==> src/hdl/xmove_pkg.sv <==
package xmove_pkg;

  // Register indices; byte address on the bus is four times the index
  localparam logic [7:0]  IDX_STRETCH_CTL = 8'h8e;
  localparam logic [7:0]  IDX_SEL_CTL_A   = 8'h92;
  localparam logic [7:0]  IDX_SEL_CTL_B   = 8'h93;
  localparam logic [31:0] IDX_BASE_LO = {8'h9c, 8'h9a, 8'h96, 8'h94};
  localparam logic [31:0] IDX_BASE_HI = {8'h9d, 8'h9b, 8'h97, 8'h95};
  localparam logic [7:0]  IDX_GPIO   = 8'ha5;
  localparam logic [7:0]  IDX_STATUS = 8'hbf;

  // Field positions
  localparam int STRETCH_LSB = 0;
  localparam int SLOT_W      = 4;
  localparam int CMP_LSB     = 0;
  localparam int MODE_LSB    = 2;
  localparam int STAT_BUSY   = 0;
  localparam int STAT_INT    = 1;

  // Reset values
  localparam logic [7:0] STRETCH_CTL_RST = 8'h01;
  localparam logic [7:0] P4CON_RST = 8'h00;
  localparam logic [7:0] BASE_RST  = 8'h00;
  localparam logic [3:0] GPIO_RST  = 4'hf;

  // Timing: clocks per machine cycle, then lengths in machine cycles
  localparam int MC_CLKS_DEF   = 4;
  localparam int INT_MOVE_MC   = 2;
  localparam int SETUP_MC      = 1;
  localparam int STROBE_BASE_MC = 1;

  localparam logic [1:0] MODE_GPIO = 2'h0;
  localparam logic [1:0] MODE_RD   = 2'h1;
  localparam logic [1:0] MODE_WR   = 2'h2;
  localparam logic [1:0] MODE_RW   = 2'h3;
  localparam logic [1:0] CMP_A16   = 2'h0;
  localparam logic [1:0] CMP_A15   = 2'h1;
  localparam logic [1:0] CMP_A14   = 2'h2;
  localparam logic [1:0] CMP_A8    = 2'h3;

  typedef enum logic [3:0] {
    ST_IDLE   = 4'h1,
    ST_SETUP  = 4'h2,
    ST_STROBE = 4'h4,
    ST_INT    = 4'h8
  } move_state_e;

  typedef struct packed {
    logic        wr;
    logic        internal;
    logic [15:0] addr;
    logic [7:0]  wdata;
  } move_s;

  typedef struct packed {
    logic [1:0] mode;
    logic [1:0] cmp;
  } pin_cfg_s;

endpackage

==> src/hdl/cs_match.sv <==
`timescale 1ns/1ps
module cs_match
  import xmove_pkg::*;
(
  input  wire logic [15:0] addr, // Address of the move
  input  wire logic [15:0] base, // Base address of the pin
  input  wire logic [1:0]  cmp,  // Comparison width select
  output logic             hit   // Address falls in the window
);
  logic [15:0] mask;

  always_comb begin
    case (cmp)
      CMP_A16: mask = 16'hffff;
      CMP_A15: mask = 16'hfffe;
      CMP_A14: mask = 16'hfffc;
      CMP_A8:  mask = 16'hff00;
      default: mask = 16'hffff;
    endcase
    hit = ((addr ^ base) & mask) == 16'h0000;
  end
endmodule

==> src/hdl/sync2.sv <==
`timescale 1ns/1ps
module sync2 #(
  parameter int W = 1
) (
  input  wire logic         ref_clk, // Core clock
  input  wire logic         rst_n,   // Synchronous reset, active low
  input  wire logic [W-1:0] d,       // Asynchronous level
  output logic      [W-1:0] q        // Synchronised level
);
  logic [W-1:0] meta_r;

  // First stage feeds the second stage only
  always_ff @(posedge ref_clk) begin
    if (!rst_n) begin
      meta_r <= '0;
      q      <= '0;
    end else begin
      meta_r <= d;
      q      <= meta_r;
    end
  end
endmodule

==> src/hdl/xmove_cs.sv <==
`timescale 1ns/1ps
// Overview of operation
// - Stretch value 0..7 makes an external move last stretch+2 machine cycles.
// - The read or write strobe is lengthened by the programmed stretch.
// - Moves to on-chip data memory always take two machine cycles.
// - Stretch field resets to one, giving three-machine-cycle external moves.
// - Pin mode 00 makes the port-4 pin a plain general-purpose I/O bit.
// - Pin mode 01 gives a chip-select strobe on matching external reads.
// - Pin mode 10 gives a chip-select strobe on matching external writes.
// - Pin mode 11 gives a chip-select strobe on matching reads and writes.
// - Comparison 00 matches all sixteen address bits against the base.
// - Comparison 01 matches address bits 15 to 1, bit 0 ignored.
// - Comparison 10 matches address bits 15 to 2, two lowest ignored.
// - Comparison 11 matches address bits 15 to 8, a 256-byte block.
// - Each pin has its own mode, comparison and base, two per register.
// - Each base sits in a high byte and a low byte register.
module xmove_cs
  import xmove_pkg::*;
#(
  parameter int MC_CLKS = MC_CLKS_DEF
) (
  input  wire logic        ref_clk,         // Core clock, 10 MHz
  input  wire logic        rst_n,           // Synchronous reset, low
  input  wire logic [9:0]  avs_address,     // Byte address
  input  wire logic        avs_read,        // Read request
  input  wire logic        avs_write,       // Write request
  input  wire logic [31:0] avs_writedata,   // Write data
  output logic      [31:0] avs_readdata,    // Read data
  output logic             avs_waitrequest, // Stall
  input  wire logic        mv_req,          // Move request pulse
  input  wire move_s       mv,              // Move descriptor
  output logic             mv_ready,        // Idle, request taken
  output logic             mv_done,         // Move finished pulse
  output logic      [7:0]  mv_rdata,        // Read result
  output logic      [15:0] ext_addr,        // External address
  output logic      [7:0]  ext_dout,        // External write data
  output logic             ext_dout_oe_n,   // Data drive enable, low
  input  wire logic [7:0]  ext_din,         // External read data
  output logic             ext_rd_n,        // Read strobe, low
  output logic             ext_wr_n,        // Write strobe, low
  input  wire logic [3:0]  p4_in,           // Port-4 pin levels
  output logic      [3:0]  p4_out,          // Port-4 pin drive value
  output logic      [3:0]  p4_oe_n          // Port-4 drive enable, low
);

  if (MC_CLKS < 1 || MC_CLKS > 16) begin : g_bad_clks
    $error("MC_CLKS must lie in 1..16");
  end

  localparam logic [7:0] SETUP_CNT = 8'(SETUP_MC * MC_CLKS - 1);
  localparam logic [7:0] INT_CNT   = 8'(INT_MOVE_MC * MC_CLKS - 1);

  logic [7:0]  stretch_ctl_r;
  logic [7:0]  p4con_r [2];
  logic [15:0] base_r  [4];
  logic [3:0]  gpio_r;
  pin_cfg_s    cfg     [4];
  logic [3:0]  hit;
  logic [3:0]  p4_in_s;
  logic [7:0]  ext_din_s;
  logic [7:0]  idx;
  logic        aligned;
  logic        wr_go;
  logic [31:0] rdata_nxt;
  logic [2:0]  stretch;
  logic [2:0]  mv_stretch_r;
  move_s       cur_r;
  move_state_e state_r;
  move_state_e state_nxt;
  logic [7:0]  cnt_r;
  logic [7:0]  strobe_cnt;
  logic        accept;
  logic        last;

  assign idx     = avs_address[9:2];
  assign aligned = avs_address[1:0] == 2'h0;
  // Write lands on the edge where the master sees waitrequest low
  assign wr_go   = avs_write && !avs_waitrequest && aligned;
  assign stretch = stretch_ctl_r[STRETCH_LSB +: 3];
  assign accept  = (state_r == ST_IDLE) && mv_req;
  assign last    = cnt_r == 8'h00;
  assign strobe_cnt = 8'((32'(mv_stretch_r) + STROBE_BASE_MC) * MC_CLKS - 1);

  sync2 #(.W(4)) u_sync_p4 (
    .ref_clk (ref_clk),
    .rst_n   (rst_n),
    .d       (p4_in),
    .q       (p4_in_s)
  );

  sync2 #(.W(8)) u_sync_din (
    .ref_clk (ref_clk),
    .rst_n   (rst_n),
    .d       (ext_din),
    .q       (ext_din_s)
  );

  // Bus slave: one wait cycle, then the answer
  always_ff @(posedge ref_clk) begin
    if (!rst_n) begin
      avs_waitrequest <= 1'b1;
      avs_readdata    <= 32'h0000_0000;
    end else if (avs_waitrequest && (avs_read || avs_write)) begin
      avs_waitrequest <= 1'b0;
      avs_readdata    <= rdata_nxt;
    end else begin
      avs_waitrequest <= 1'b1;
    end
  end

  always_comb begin
    rdata_nxt = 32'h0000_0000;
    if (aligned) begin
      case (idx)
        IDX_STRETCH_CTL: rdata_nxt[7:0] = stretch_ctl_r;
        IDX_SEL_CTL_A:   rdata_nxt[7:0] = p4con_r[0];
        IDX_SEL_CTL_B:   rdata_nxt[7:0] = p4con_r[1];
        IDX_GPIO:   rdata_nxt[3:0] = p4_in_s;
        IDX_STATUS: begin
          rdata_nxt[STAT_BUSY] = state_r != ST_IDLE;
          rdata_nxt[STAT_INT]  = cur_r.internal;
        end
        default:    rdata_nxt = 32'h0000_0000;
      endcase
      for (int i = 0; i < 4; i++) begin
        if (idx == IDX_BASE_LO[i*8 +: 8])
          rdata_nxt[7:0] = base_r[i][7:0];
        if (idx == IDX_BASE_HI[i*8 +: 8])
          rdata_nxt[7:0] = base_r[i][15:8];
      end
    end
  end

  always_ff @(posedge ref_clk) begin
    if (!rst_n) begin
      stretch_ctl_r <= STRETCH_CTL_RST;
    end else if (wr_go && idx == IDX_STRETCH_CTL) begin
      stretch_ctl_r <= avs_writedata[7:0];
    end
  end

  always_ff @(posedge ref_clk) begin
    if (!rst_n) begin
      p4con_r[0] <= P4CON_RST;
      p4con_r[1] <= P4CON_RST;
    end else if (wr_go && idx == IDX_SEL_CTL_A) begin
      p4con_r[0] <= avs_writedata[7:0];
    end else if (wr_go && idx == IDX_SEL_CTL_B) begin
      p4con_r[1] <= avs_writedata[7:0];
    end
  end

  always_ff @(posedge ref_clk) begin
    if (!rst_n) begin
      gpio_r <= GPIO_RST;
    end else if (wr_go && idx == IDX_GPIO) begin
      gpio_r <= avs_writedata[3:0];
    end
  end

  // Move sequencer
  always_comb begin
    state_nxt = state_r;
    case (state_r)
      ST_IDLE:   if (mv_req) state_nxt = mv.internal ? ST_INT : ST_SETUP;
      ST_SETUP:  if (last) state_nxt = ST_STROBE;
      ST_STROBE: if (last) state_nxt = ST_IDLE;
      ST_INT:    if (last) state_nxt = ST_IDLE;
      default:   state_nxt = ST_IDLE;
    endcase
  end

  always_ff @(posedge ref_clk) begin
    if (!rst_n) begin
      state_r <= ST_IDLE;
    end else begin
      state_r <= state_nxt;
    end
  end

  always_ff @(posedge ref_clk) begin
    if (!rst_n) begin
      cnt_r <= 8'h00;
    end else begin
      case (state_r)
        ST_IDLE: begin
          if (mv_req)
            cnt_r <= mv.internal ? INT_CNT : SETUP_CNT;
        end
        ST_SETUP: cnt_r <= last ? strobe_cnt : cnt_r - 8'h01;
        default:  cnt_r <= last ? 8'h00 : cnt_r - 8'h01;
      endcase
    end
  end

  // Stretch is frozen per move so a mid-move write cannot tear it
  always_ff @(posedge ref_clk) begin
    if (!rst_n) begin
      cur_r        <= '0;
      mv_stretch_r <= 3'h0;
      ext_addr     <= 16'h0000;
      ext_dout     <= 8'h00;
    end else if (accept) begin
      cur_r        <= mv;
      mv_stretch_r <= stretch;
      if (!mv.internal) begin
        ext_addr <= mv.addr;
        ext_dout <= mv.wdata;
      end
    end
  end

  always_ff @(posedge ref_clk) begin
    if (!rst_n) begin
      ext_rd_n      <= 1'b1;
      ext_wr_n      <= 1'b1;
      ext_dout_oe_n <= 1'b1;
    end else begin
      ext_rd_n      <= !(state_nxt == ST_STROBE && !cur_r.wr);
      ext_wr_n      <= !(state_nxt == ST_STROBE && cur_r.wr);
      ext_dout_oe_n <= !(state_nxt == ST_STROBE && cur_r.wr);
    end
  end

  // Read data is sampled on the last clock of the strobe
  always_ff @(posedge ref_clk) begin
    if (!rst_n) begin
      mv_done  <= 1'b0;
      mv_rdata <= 8'h00;
      mv_ready <= 1'b1;
    end else begin
      mv_done  <= (state_r == ST_STROBE || state_r == ST_INT) && last;
      mv_ready <= state_nxt == ST_IDLE;
      if (state_r == ST_STROBE && last && !cur_r.wr)
        mv_rdata <= ext_din_s;
    end
  end

  // Chip-select pins, one slice per pin
  for (genvar i = 0; i < 4; i++) begin : g_pin
    logic permit;

    assign cfg[i] = p4con_r[i/2][(i%2)*SLOT_W +: SLOT_W];

    always_ff @(posedge ref_clk) begin
      if (!rst_n) begin
        base_r[i] <= {BASE_RST, BASE_RST};
      end else if (wr_go && idx == IDX_BASE_LO[i*8 +: 8]) begin
        base_r[i][7:0] <= avs_writedata[7:0];
      end else if (wr_go && idx == IDX_BASE_HI[i*8 +: 8]) begin
        base_r[i][15:8] <= avs_writedata[7:0];
      end
    end

    cs_match u_match (
      .addr (cur_r.addr),
      .base (base_r[i]),
      .cmp  (cfg[i].cmp),
      .hit  (hit[i])
    );

    always_comb begin
      case (cfg[i].mode)
        MODE_RD: permit = !cur_r.wr;
        MODE_WR: permit = cur_r.wr;
        MODE_RW: permit = 1'b1;
        default: permit = 1'b0;
      endcase
    end

    // GPIO mode pulls low for a 0 and floats for a 1, like port 1
    always_ff @(posedge ref_clk) begin
      if (!rst_n) begin
        p4_out[i]  <= 1'b1;
        p4_oe_n[i] <= 1'b1;
      end else if (cfg[i].mode == MODE_GPIO) begin
        p4_out[i]  <= gpio_r[i];
        p4_oe_n[i] <= gpio_r[i];
      end else begin
        p4_out[i]  <= !(state_nxt == ST_STROBE && hit[i] && permit);
        p4_oe_n[i] <= 1'b0;
      end
    end

    // Pin value follows a mode write one edge late
    cs_read_a: assert property (@(posedge ref_clk) disable iff (!rst_n)
      ($past(cfg[i].mode) == MODE_RD && !p4_out[i])
      |-> !ext_rd_n && ext_wr_n)
      else $error("read select outside a read strobe");

    cs_write_a: assert property (@(posedge ref_clk) disable iff (!rst_n)
      ($past(cfg[i].mode) == MODE_WR && !p4_out[i])
      |-> !ext_wr_n && ext_rd_n)
      else $error("write select outside a write strobe");

    cs_idle_a: assert property (@(posedge ref_clk) disable iff (!rst_n)
      ($past(cfg[i].mode) != MODE_GPIO && ext_rd_n && ext_wr_n)
      |-> p4_out[i])
      else $error("select active without a strobe");

    cs_hit_a: assert property (@(posedge ref_clk) disable iff (!rst_n)
      ($past(cfg[i].mode) == MODE_RW && $past(hit[i])
       && $rose(ext_rd_n & ext_wr_n) == 1'b0 && $fell(ext_rd_n & ext_wr_n))
      |-> !p4_out[i])
      else $error("matching move gave no select");
  end

  // Helper counts for the timing checks below
  logic [7:0] len_r;
  logic [7:0] str_len_r;

  always_ff @(posedge ref_clk) begin
    if (!rst_n) begin
      len_r     <= 8'h00;
      str_len_r <= 8'h00;
    end else begin
      len_r     <= (state_r == ST_IDLE) ? 8'h00 : len_r + 8'h01;
      if (!ext_rd_n || !ext_wr_n)
        str_len_r <= str_len_r + 8'h01;
      else if (accept)
        str_len_r <= 8'h00;
    end
  end

  stretch_rst_a: assert property (@(posedge ref_clk)
    $rose(rst_n) |-> stretch == 3'h1)
    else $error("stretch not one after reset");

  move_len_a: assert property (@(posedge ref_clk) disable iff (!rst_n)
    (mv_done && !cur_r.internal)
    |-> 32'(len_r) == (32'(mv_stretch_r) + 2) * MC_CLKS)
    else $error("external move length wrong");

  strobe_len_a: assert property (@(posedge ref_clk) disable iff (!rst_n)
    (mv_done && !cur_r.internal)
    |-> 32'(str_len_r) == (32'(mv_stretch_r) + 1) * MC_CLKS)
    else $error("strobe length wrong");

  int_len_a: assert property (@(posedge ref_clk) disable iff (!rst_n)
    (mv_done && cur_r.internal)
    |-> 32'(len_r) == INT_MOVE_MC * MC_CLKS)
    else $error("internal move not two machine cycles");

  int_quiet_a: assert property (@(posedge ref_clk) disable iff (!rst_n)
    (state_r == ST_INT) |=> ext_rd_n && ext_wr_n && ext_dout_oe_n)
    else $error("strobe during internal move");

endmodule

==> config.mk <==
export PLATFORM = sky130hd
export DESIGN_NAME = xmove_cs
export DESIGN_NICKNAME = d
export VERILOG_FILES = /design/src/hdl/xmove_pkg.sv /design/src/hdl/cs_match.sv /design/src/hdl/sync2.sv /design/src/hdl/xmove_cs.sv
export SDC_FILE = /design/constraint.sdc
export NUM_CORES = 1
export LEC_CHECK = 0
export BUFFER_PORTS_ARGS = -buffer_cell sky130_fd_sc_hd__buf_2
export CORE_MARGIN = 10
export CORE_UTILIZATION = 46
export DETAILED_ROUTE_END_ITERATION = 8
export PLACE_DENSITY = 0.67
export SYNTH_ARGS = -nofsm -noshare
export SYNTH_HDL_FRONTEND = slang
export SYNTH_SLANG_ARGS = --single-unit
==> constraint.sdc <==
create_clock -name ref_clk -period 4.45 [get_ports ref_clk]
set_input_delay 0.445 -clock ref_clk [delete_from_list [all_inputs] [get_ports ref_clk]]
set_output_delay 0.445 -clock ref_clk [all_outputs]
set_load 0.01 [all_outputs]
=== Word-level counts from Yosys, hierarchy flattened ===
Memories as Yosys holds them, arrays and structs flattened.
Cells that the tools add are included.

* Register bits: 146
* Memory bits (writable): 80
* Output and inout bits: 78
* Word-level logic and storage cells: 238
* Memories: 2

* Add/subtract/negate cells: 3
* Eq/ne operators: 45
* Multiplexer cells: 85
* Bitwise gates (word level): 19
* Reductions and logical operators: 55

{| class="wikitable"
|+ Memories
! name !! words !! width !! read ports !! clocked after memory_dff !! write ports !! line !! RTL
|-
| base_r || 4 || 16 || 4 || 0 || 4 || xmove_cs.sv:55 || <nowiki>logic [15:0] base_r [4];</nowiki>
|-
| p4con_r || 2 || 8 || 2 || 0 || 2 || xmove_cs.sv:54 || <nowiki>logic [7:0] p4con_r [2];</nowiki>
|}

{| class="wikitable"
|+ Operators with widths
! kind !! count
|-
| 16-bit case mux with 4 select lines || 4
|-
| 8-bit two-way mux || 22
|-
| 8-bit == test, second input constant || 13
|-
| 16-bit bitwise AND || 4
|-
| 16-bit zero test || 4
|-
| 16-bit XOR || 4
|-
| 1-bit two-way mux || 45
|-
| 2-bit == test, second input constant || 16
|-
| 1-bit logical AND || 29
|-
| 4-bit case mux with 3 select lines || 2
|-
| 2-bit zero test || 9
|-
| 2-bit by 1-bit == test with 1-bit output, second input constant || 8
|-
| 4-bit two-way mux || 4
|-
| 8-bit case mux with 2 select lines || 1
|-
| 1-bit case mux with 3 select lines || 4
|-
| 1-bit bitwise OR || 10
|-
| 2-bit case mux with 5 select lines || 1
|-
| 4-bit by 1-bit == test with 1-bit output, second input constant || 2
|-
| 4-bit by 3-bit == test with 1-bit output, second input constant || 2
|-
| 1-bit zero test || 8
|-
| 8-bit zero test || 1
|-
| 2-bit case mux with 4 select lines || 1
|-
| 8-bit by 1-bit subtractor with 8-bit output, second input constant || 1
|-
| 6-bit by 1-bit subtractor with 7-bit output, second input constant || 1
|-
| 10 further kinds || 11
|}

=== Logic depth before layout (Yosys ltp) ===
* Depth in word-level cells: 11
* Depth in mapped cells: 8
* Gate-level depth less buffers: 8

=== By module ===
A second synthesis with hierarchy kept.

* Cells, all modules: 1006
* Area total of the unflattened synthesis: 9786.9 sq um

{| class="wikitable"
|+ By module, submodules not included
! module !! times used !! cells an instance !! area an instance (sq um)
|-
| xmove_cs || 1 || 857 || 8344.3
|-
| cs_match || 4 || 25 || 196.4
|-
| sync2 at u_sync_din || 1 || 33 || 446.7
|-
| sync2 at u_sync_p4 || 1 || 16 || 210.2
|}

=== Least setup slack after synthesis ===
No wires, ideal clock.

* Kind: input -> register
* From: in avs_address[5]
* To: mem base_r[0][0], enable pin
* Setup time: 0.384 ns
* Arrival time: 2.018 ns
* Path slack: 2.048 ns
* Cell stages on the path: 5
* Path buffers: 1
* Cells stage by stage: buf_2 -> and4bb_2 -> nand2_1 -> or3_1 -> o21ai_0

{| class="wikitable"
|+ RTL lines
! what !! line !! RTL
|-
| start: declaration || xmove_cs.sv:24 || <nowiki>input wire logic [9:0] avs_address,</nowiki>
|-
| end: declaration || xmove_cs.sv:55 ||
|}

==> summary.md <==
| Metric | Value |
|---|---|
| Status | finished clean |
| Clock Skews | 0.0169 ns |
| Fin nets | 1,166 |
| Largest net degree at the start of global routing | 68 |
| Yosys top cell area share | 25.6% |
| CP required | 4.57 ns |
| Simple-gate portion of the synthesized area | 21.6% |
| Die Y-Extent | 164 µm |
| Max transition margin | 24.9% |
| Ys Warns | 0 |
| Avg Inst Size Synth | 9.62 µm² |
| Sequential share of the synthesized area | 50.8% |
| Post-layout util | 53.8% |
| Final ANT Viol Nets | 0 |
| Most common cell in the synthesized netlist | nand2_1 |
| Clock transition at the registers of the reported paths | 0.06 ns |
| Hold Fails Final Rpt | 0 |
| Crit path buffers/inverters | 1 |
| CTS Buf Count | 23 |
| Vias per cell | 5.59 |
| Die area | 26,900 µm² |
| IR drop worst, VDD | 214 µV |
| Synth top area cells | dfxtp_1 26%, edfxtp_1 25%, and2_1 6.4% |
| Post-Synth XOR/XNOR Area | 6.15% |
| Hold Buf Count CTS | 0 |
| Antenna violations before repair | 1 |
| Vias in the first global route | 7,369 |
| Setup ws final | 1.87 ns |
| Power, Total | 4.53 mW |
| DP HPWL | 21.3 mm |
| Synth cell count leaders | 139 x nand2_1, 122 x dfxtp_1, 98 x and2_1 |
| All-Layer GR Usage | 20.8% |
| Critical Path Source Type | primary input |
| Post-synth EDFFs | 80 |
| Clock buffer depth | 3 |
| Cell count of the worst reg-to-reg path | 5 |
| H-tree depth | 1 |
| Post-Place Worst Slack | 1.44 ns |
| Hold path depth | 2 |
| Largest family of logic cells by synthesized area | simple AND/OR/NAND/NOR gates |
| Worst-Margin Slew | 1.11 ns |
| Port Buffer Count | 114 |
| Fmax | 0.388 GHz |
| Compound-gate portion of the synthesized area | 12.3% |
| Crit path DAT | 2.70 ns |
| Syn Inst Count | 991 |
| Flops & latches, synth | 202 |
| DR vias | 7,634 |
| Post-synthesis cell type count | 70 |
| Share of cells above drive strength 1 | 16.6% |
| Layout Cells excl Fill | 1,366 |
| Mux cell area share after synthesis | 3.48% |
| Initial cell density of the core | 47.0% |
| Std-Cell Rows | 52 |
| CP Cell Sequence | buf_2 > nand4b_1 > nor3_1 > nand2_1 > o21ai_0 |
| Synth area leader | dfxtp_1 |
| Crit share post-route | 57.9% |
| Total stage count of the critical path | 5 |
| Setup_tns | 0 ns |
| Detailed router's first-iteration violation count | 790 |
| Die width | 164 µm |
| Critical Path Sink Type | flip-flop |
| FILL cells | 1,915 |
| P_leak | 4.39 nW |
| TritonRoute pass-1 iters | 5 |
| Ys flop type | dfxtp_1 |
| Synth Area in Adders | 0.262% |
| DP Cell Count | 1,324 |
| Largest delay contributor family on the critical path | simple AND/OR/NAND/NOR gates |
| Critical path peak fanout | 22 |
| Worst-skew pair later-pin latency | 0.51 ns |
| Post-CTS Setup Bufs | 0 |
| Clock Tree Root | clkbuf_16 |
| Worst hold-check path type | primary input to flip-flop |
| Drt total wl | 29.0 mm |
| Post-CTS Resized | 0 |
| Top Ports | 163 |
| Slowest stage delay, CP | 0.91 ns |
| CP max-delay cell | o21ai_0 |
| Pwr per Cell Area | 415 nW/µm² |
| Async SR Flop Fraction | 0% |
| Congestion Overflow GR | 0 |
| WS Path Type | primary input to flip-flop |
| Core area | 20,300 µm² |
| Max cap viols | 0 |
| Post-route DRC | 0 |
| Post-route minimum period | 2.58 ns |
| RSZ-0062 raised after global routing | false |
| Avg WL per Cell | 21.2 µm |
| Final Slew Violations | 0 |
| Synth Cell Area | 9540 µm² |
| Layout Area Growth over Synthesis | 14.5% |
| # setup viols final | 0 |
| CTS tree | done |
| Placer Congestion | 0.979 |
| Clock tree sinks | 202 |
| First-pass GRT wire length | 43.3 mm |
[report_power, final]
group | switching (mW) | internal [mW] | total, mW
Clock | 0.760 | 1.13 | 1.89
Combinational | 0.324 | 0.197 | 0.522
Sequential | 0.107 | 2.01 | 2.12
[final timing paths]
path / startpoint / end / slack, ns
max: avs_address[3] / base_r[2][12] / 1.87
min: ext_din[1] / u_sync_din.meta_r[1] / 0.15
max reg2reg: cur_r[25] / p4_out[1] / 1.88
min reg2reg: u_sync_din.meta_r[1] / u_sync_din.q[1] / 0.43
[cell usage in the layout (no fill, tap or decap), types with 4 or more instances in the layout]
cell / count
xnor2_1: 48
clkbuf_16: 24
nand4_1: 9
or3_1: 4
o22ai_1: 10
nor3b_1: 4
nor3_1: 17
buf_2: 114
conb_1: 24
buf_4: 11
xor2_1: 19
inv_1: 12
clkinv_2: 6
nand3_1: 12
nand2_1: 139
nor2_1: 65
dfxtp_1: 122
a22oi_1: 4
nand4b_1: 4
edfxtp_1: 80
o2111ai_1: 4
o21ai_0: 47
and2_1: 98
nand2b_1: 7
o211ai_1: 7
or4_1: 5
a2111oi_0: 4
a21oi_1: 77
and4b_1: 4
mux2i_1: 32
[state kept, by name, indices dropped and copies added (netlist names), 16 cells and up]
signal,flops
cur_r,18
p4con_r,16
ext_addr,16
base_r,64
[per-stage QoR]
step / instance area, µm² / hold WS [ns]
2_1_floorplan: 9620 / 0.412
3_3_place_gp: 10200 / 0.415
3_5_place_dp: 10200 / 0.421
4_1_cts: 10900 / 0.130
5_1_grt: 10900 / 0.137
6_report: 10900 / 0.145
[kinds of logic after synthesis]
kind of cell    count (synthesis)
buf+inv                        98
other cells                     1
fa+ha+maj                       2
flops                         202
mux                            33
simple gates                  395
compound gates                193
xor+xnor                       67
[worst reg2reg max path, stage by stage, from the launching register on]
cell and delay (ns):
dfxtp_1 0.65, mux2_2 0.27, nand4_1 0.07, or4_1 0.43, a2111oi_0 0.78, a21oi_1 0.21
[layout make-up]
type / instances / area (µm²) / share of cell area, %
inverter: 13 / 48.8 / 0.447
clock buffer: 28 / 637 / 5.83
tap: 270 / 338 / 3.09
multi-input combinational: 714 / 4270 / 39.1
clock inverter: 13 / 121 / 1.11
antenna: 1 / 2.50 / 0.0229
timing repair buffer: 125 / 653 / 5.98
sequential: 202 / 4840 / 44.4
[routing by layer]
layer  routed length, µm  GRT usage (%)  part of all wire (%)
met1               12200           26.7                    42
met2               13200           33.8                    45
met3                2810           4.81                   9.7
met4                 867           6.74                   3.0
met5                   0              0                     0
No activity file was read; power rests on OpenSTA's default activity.
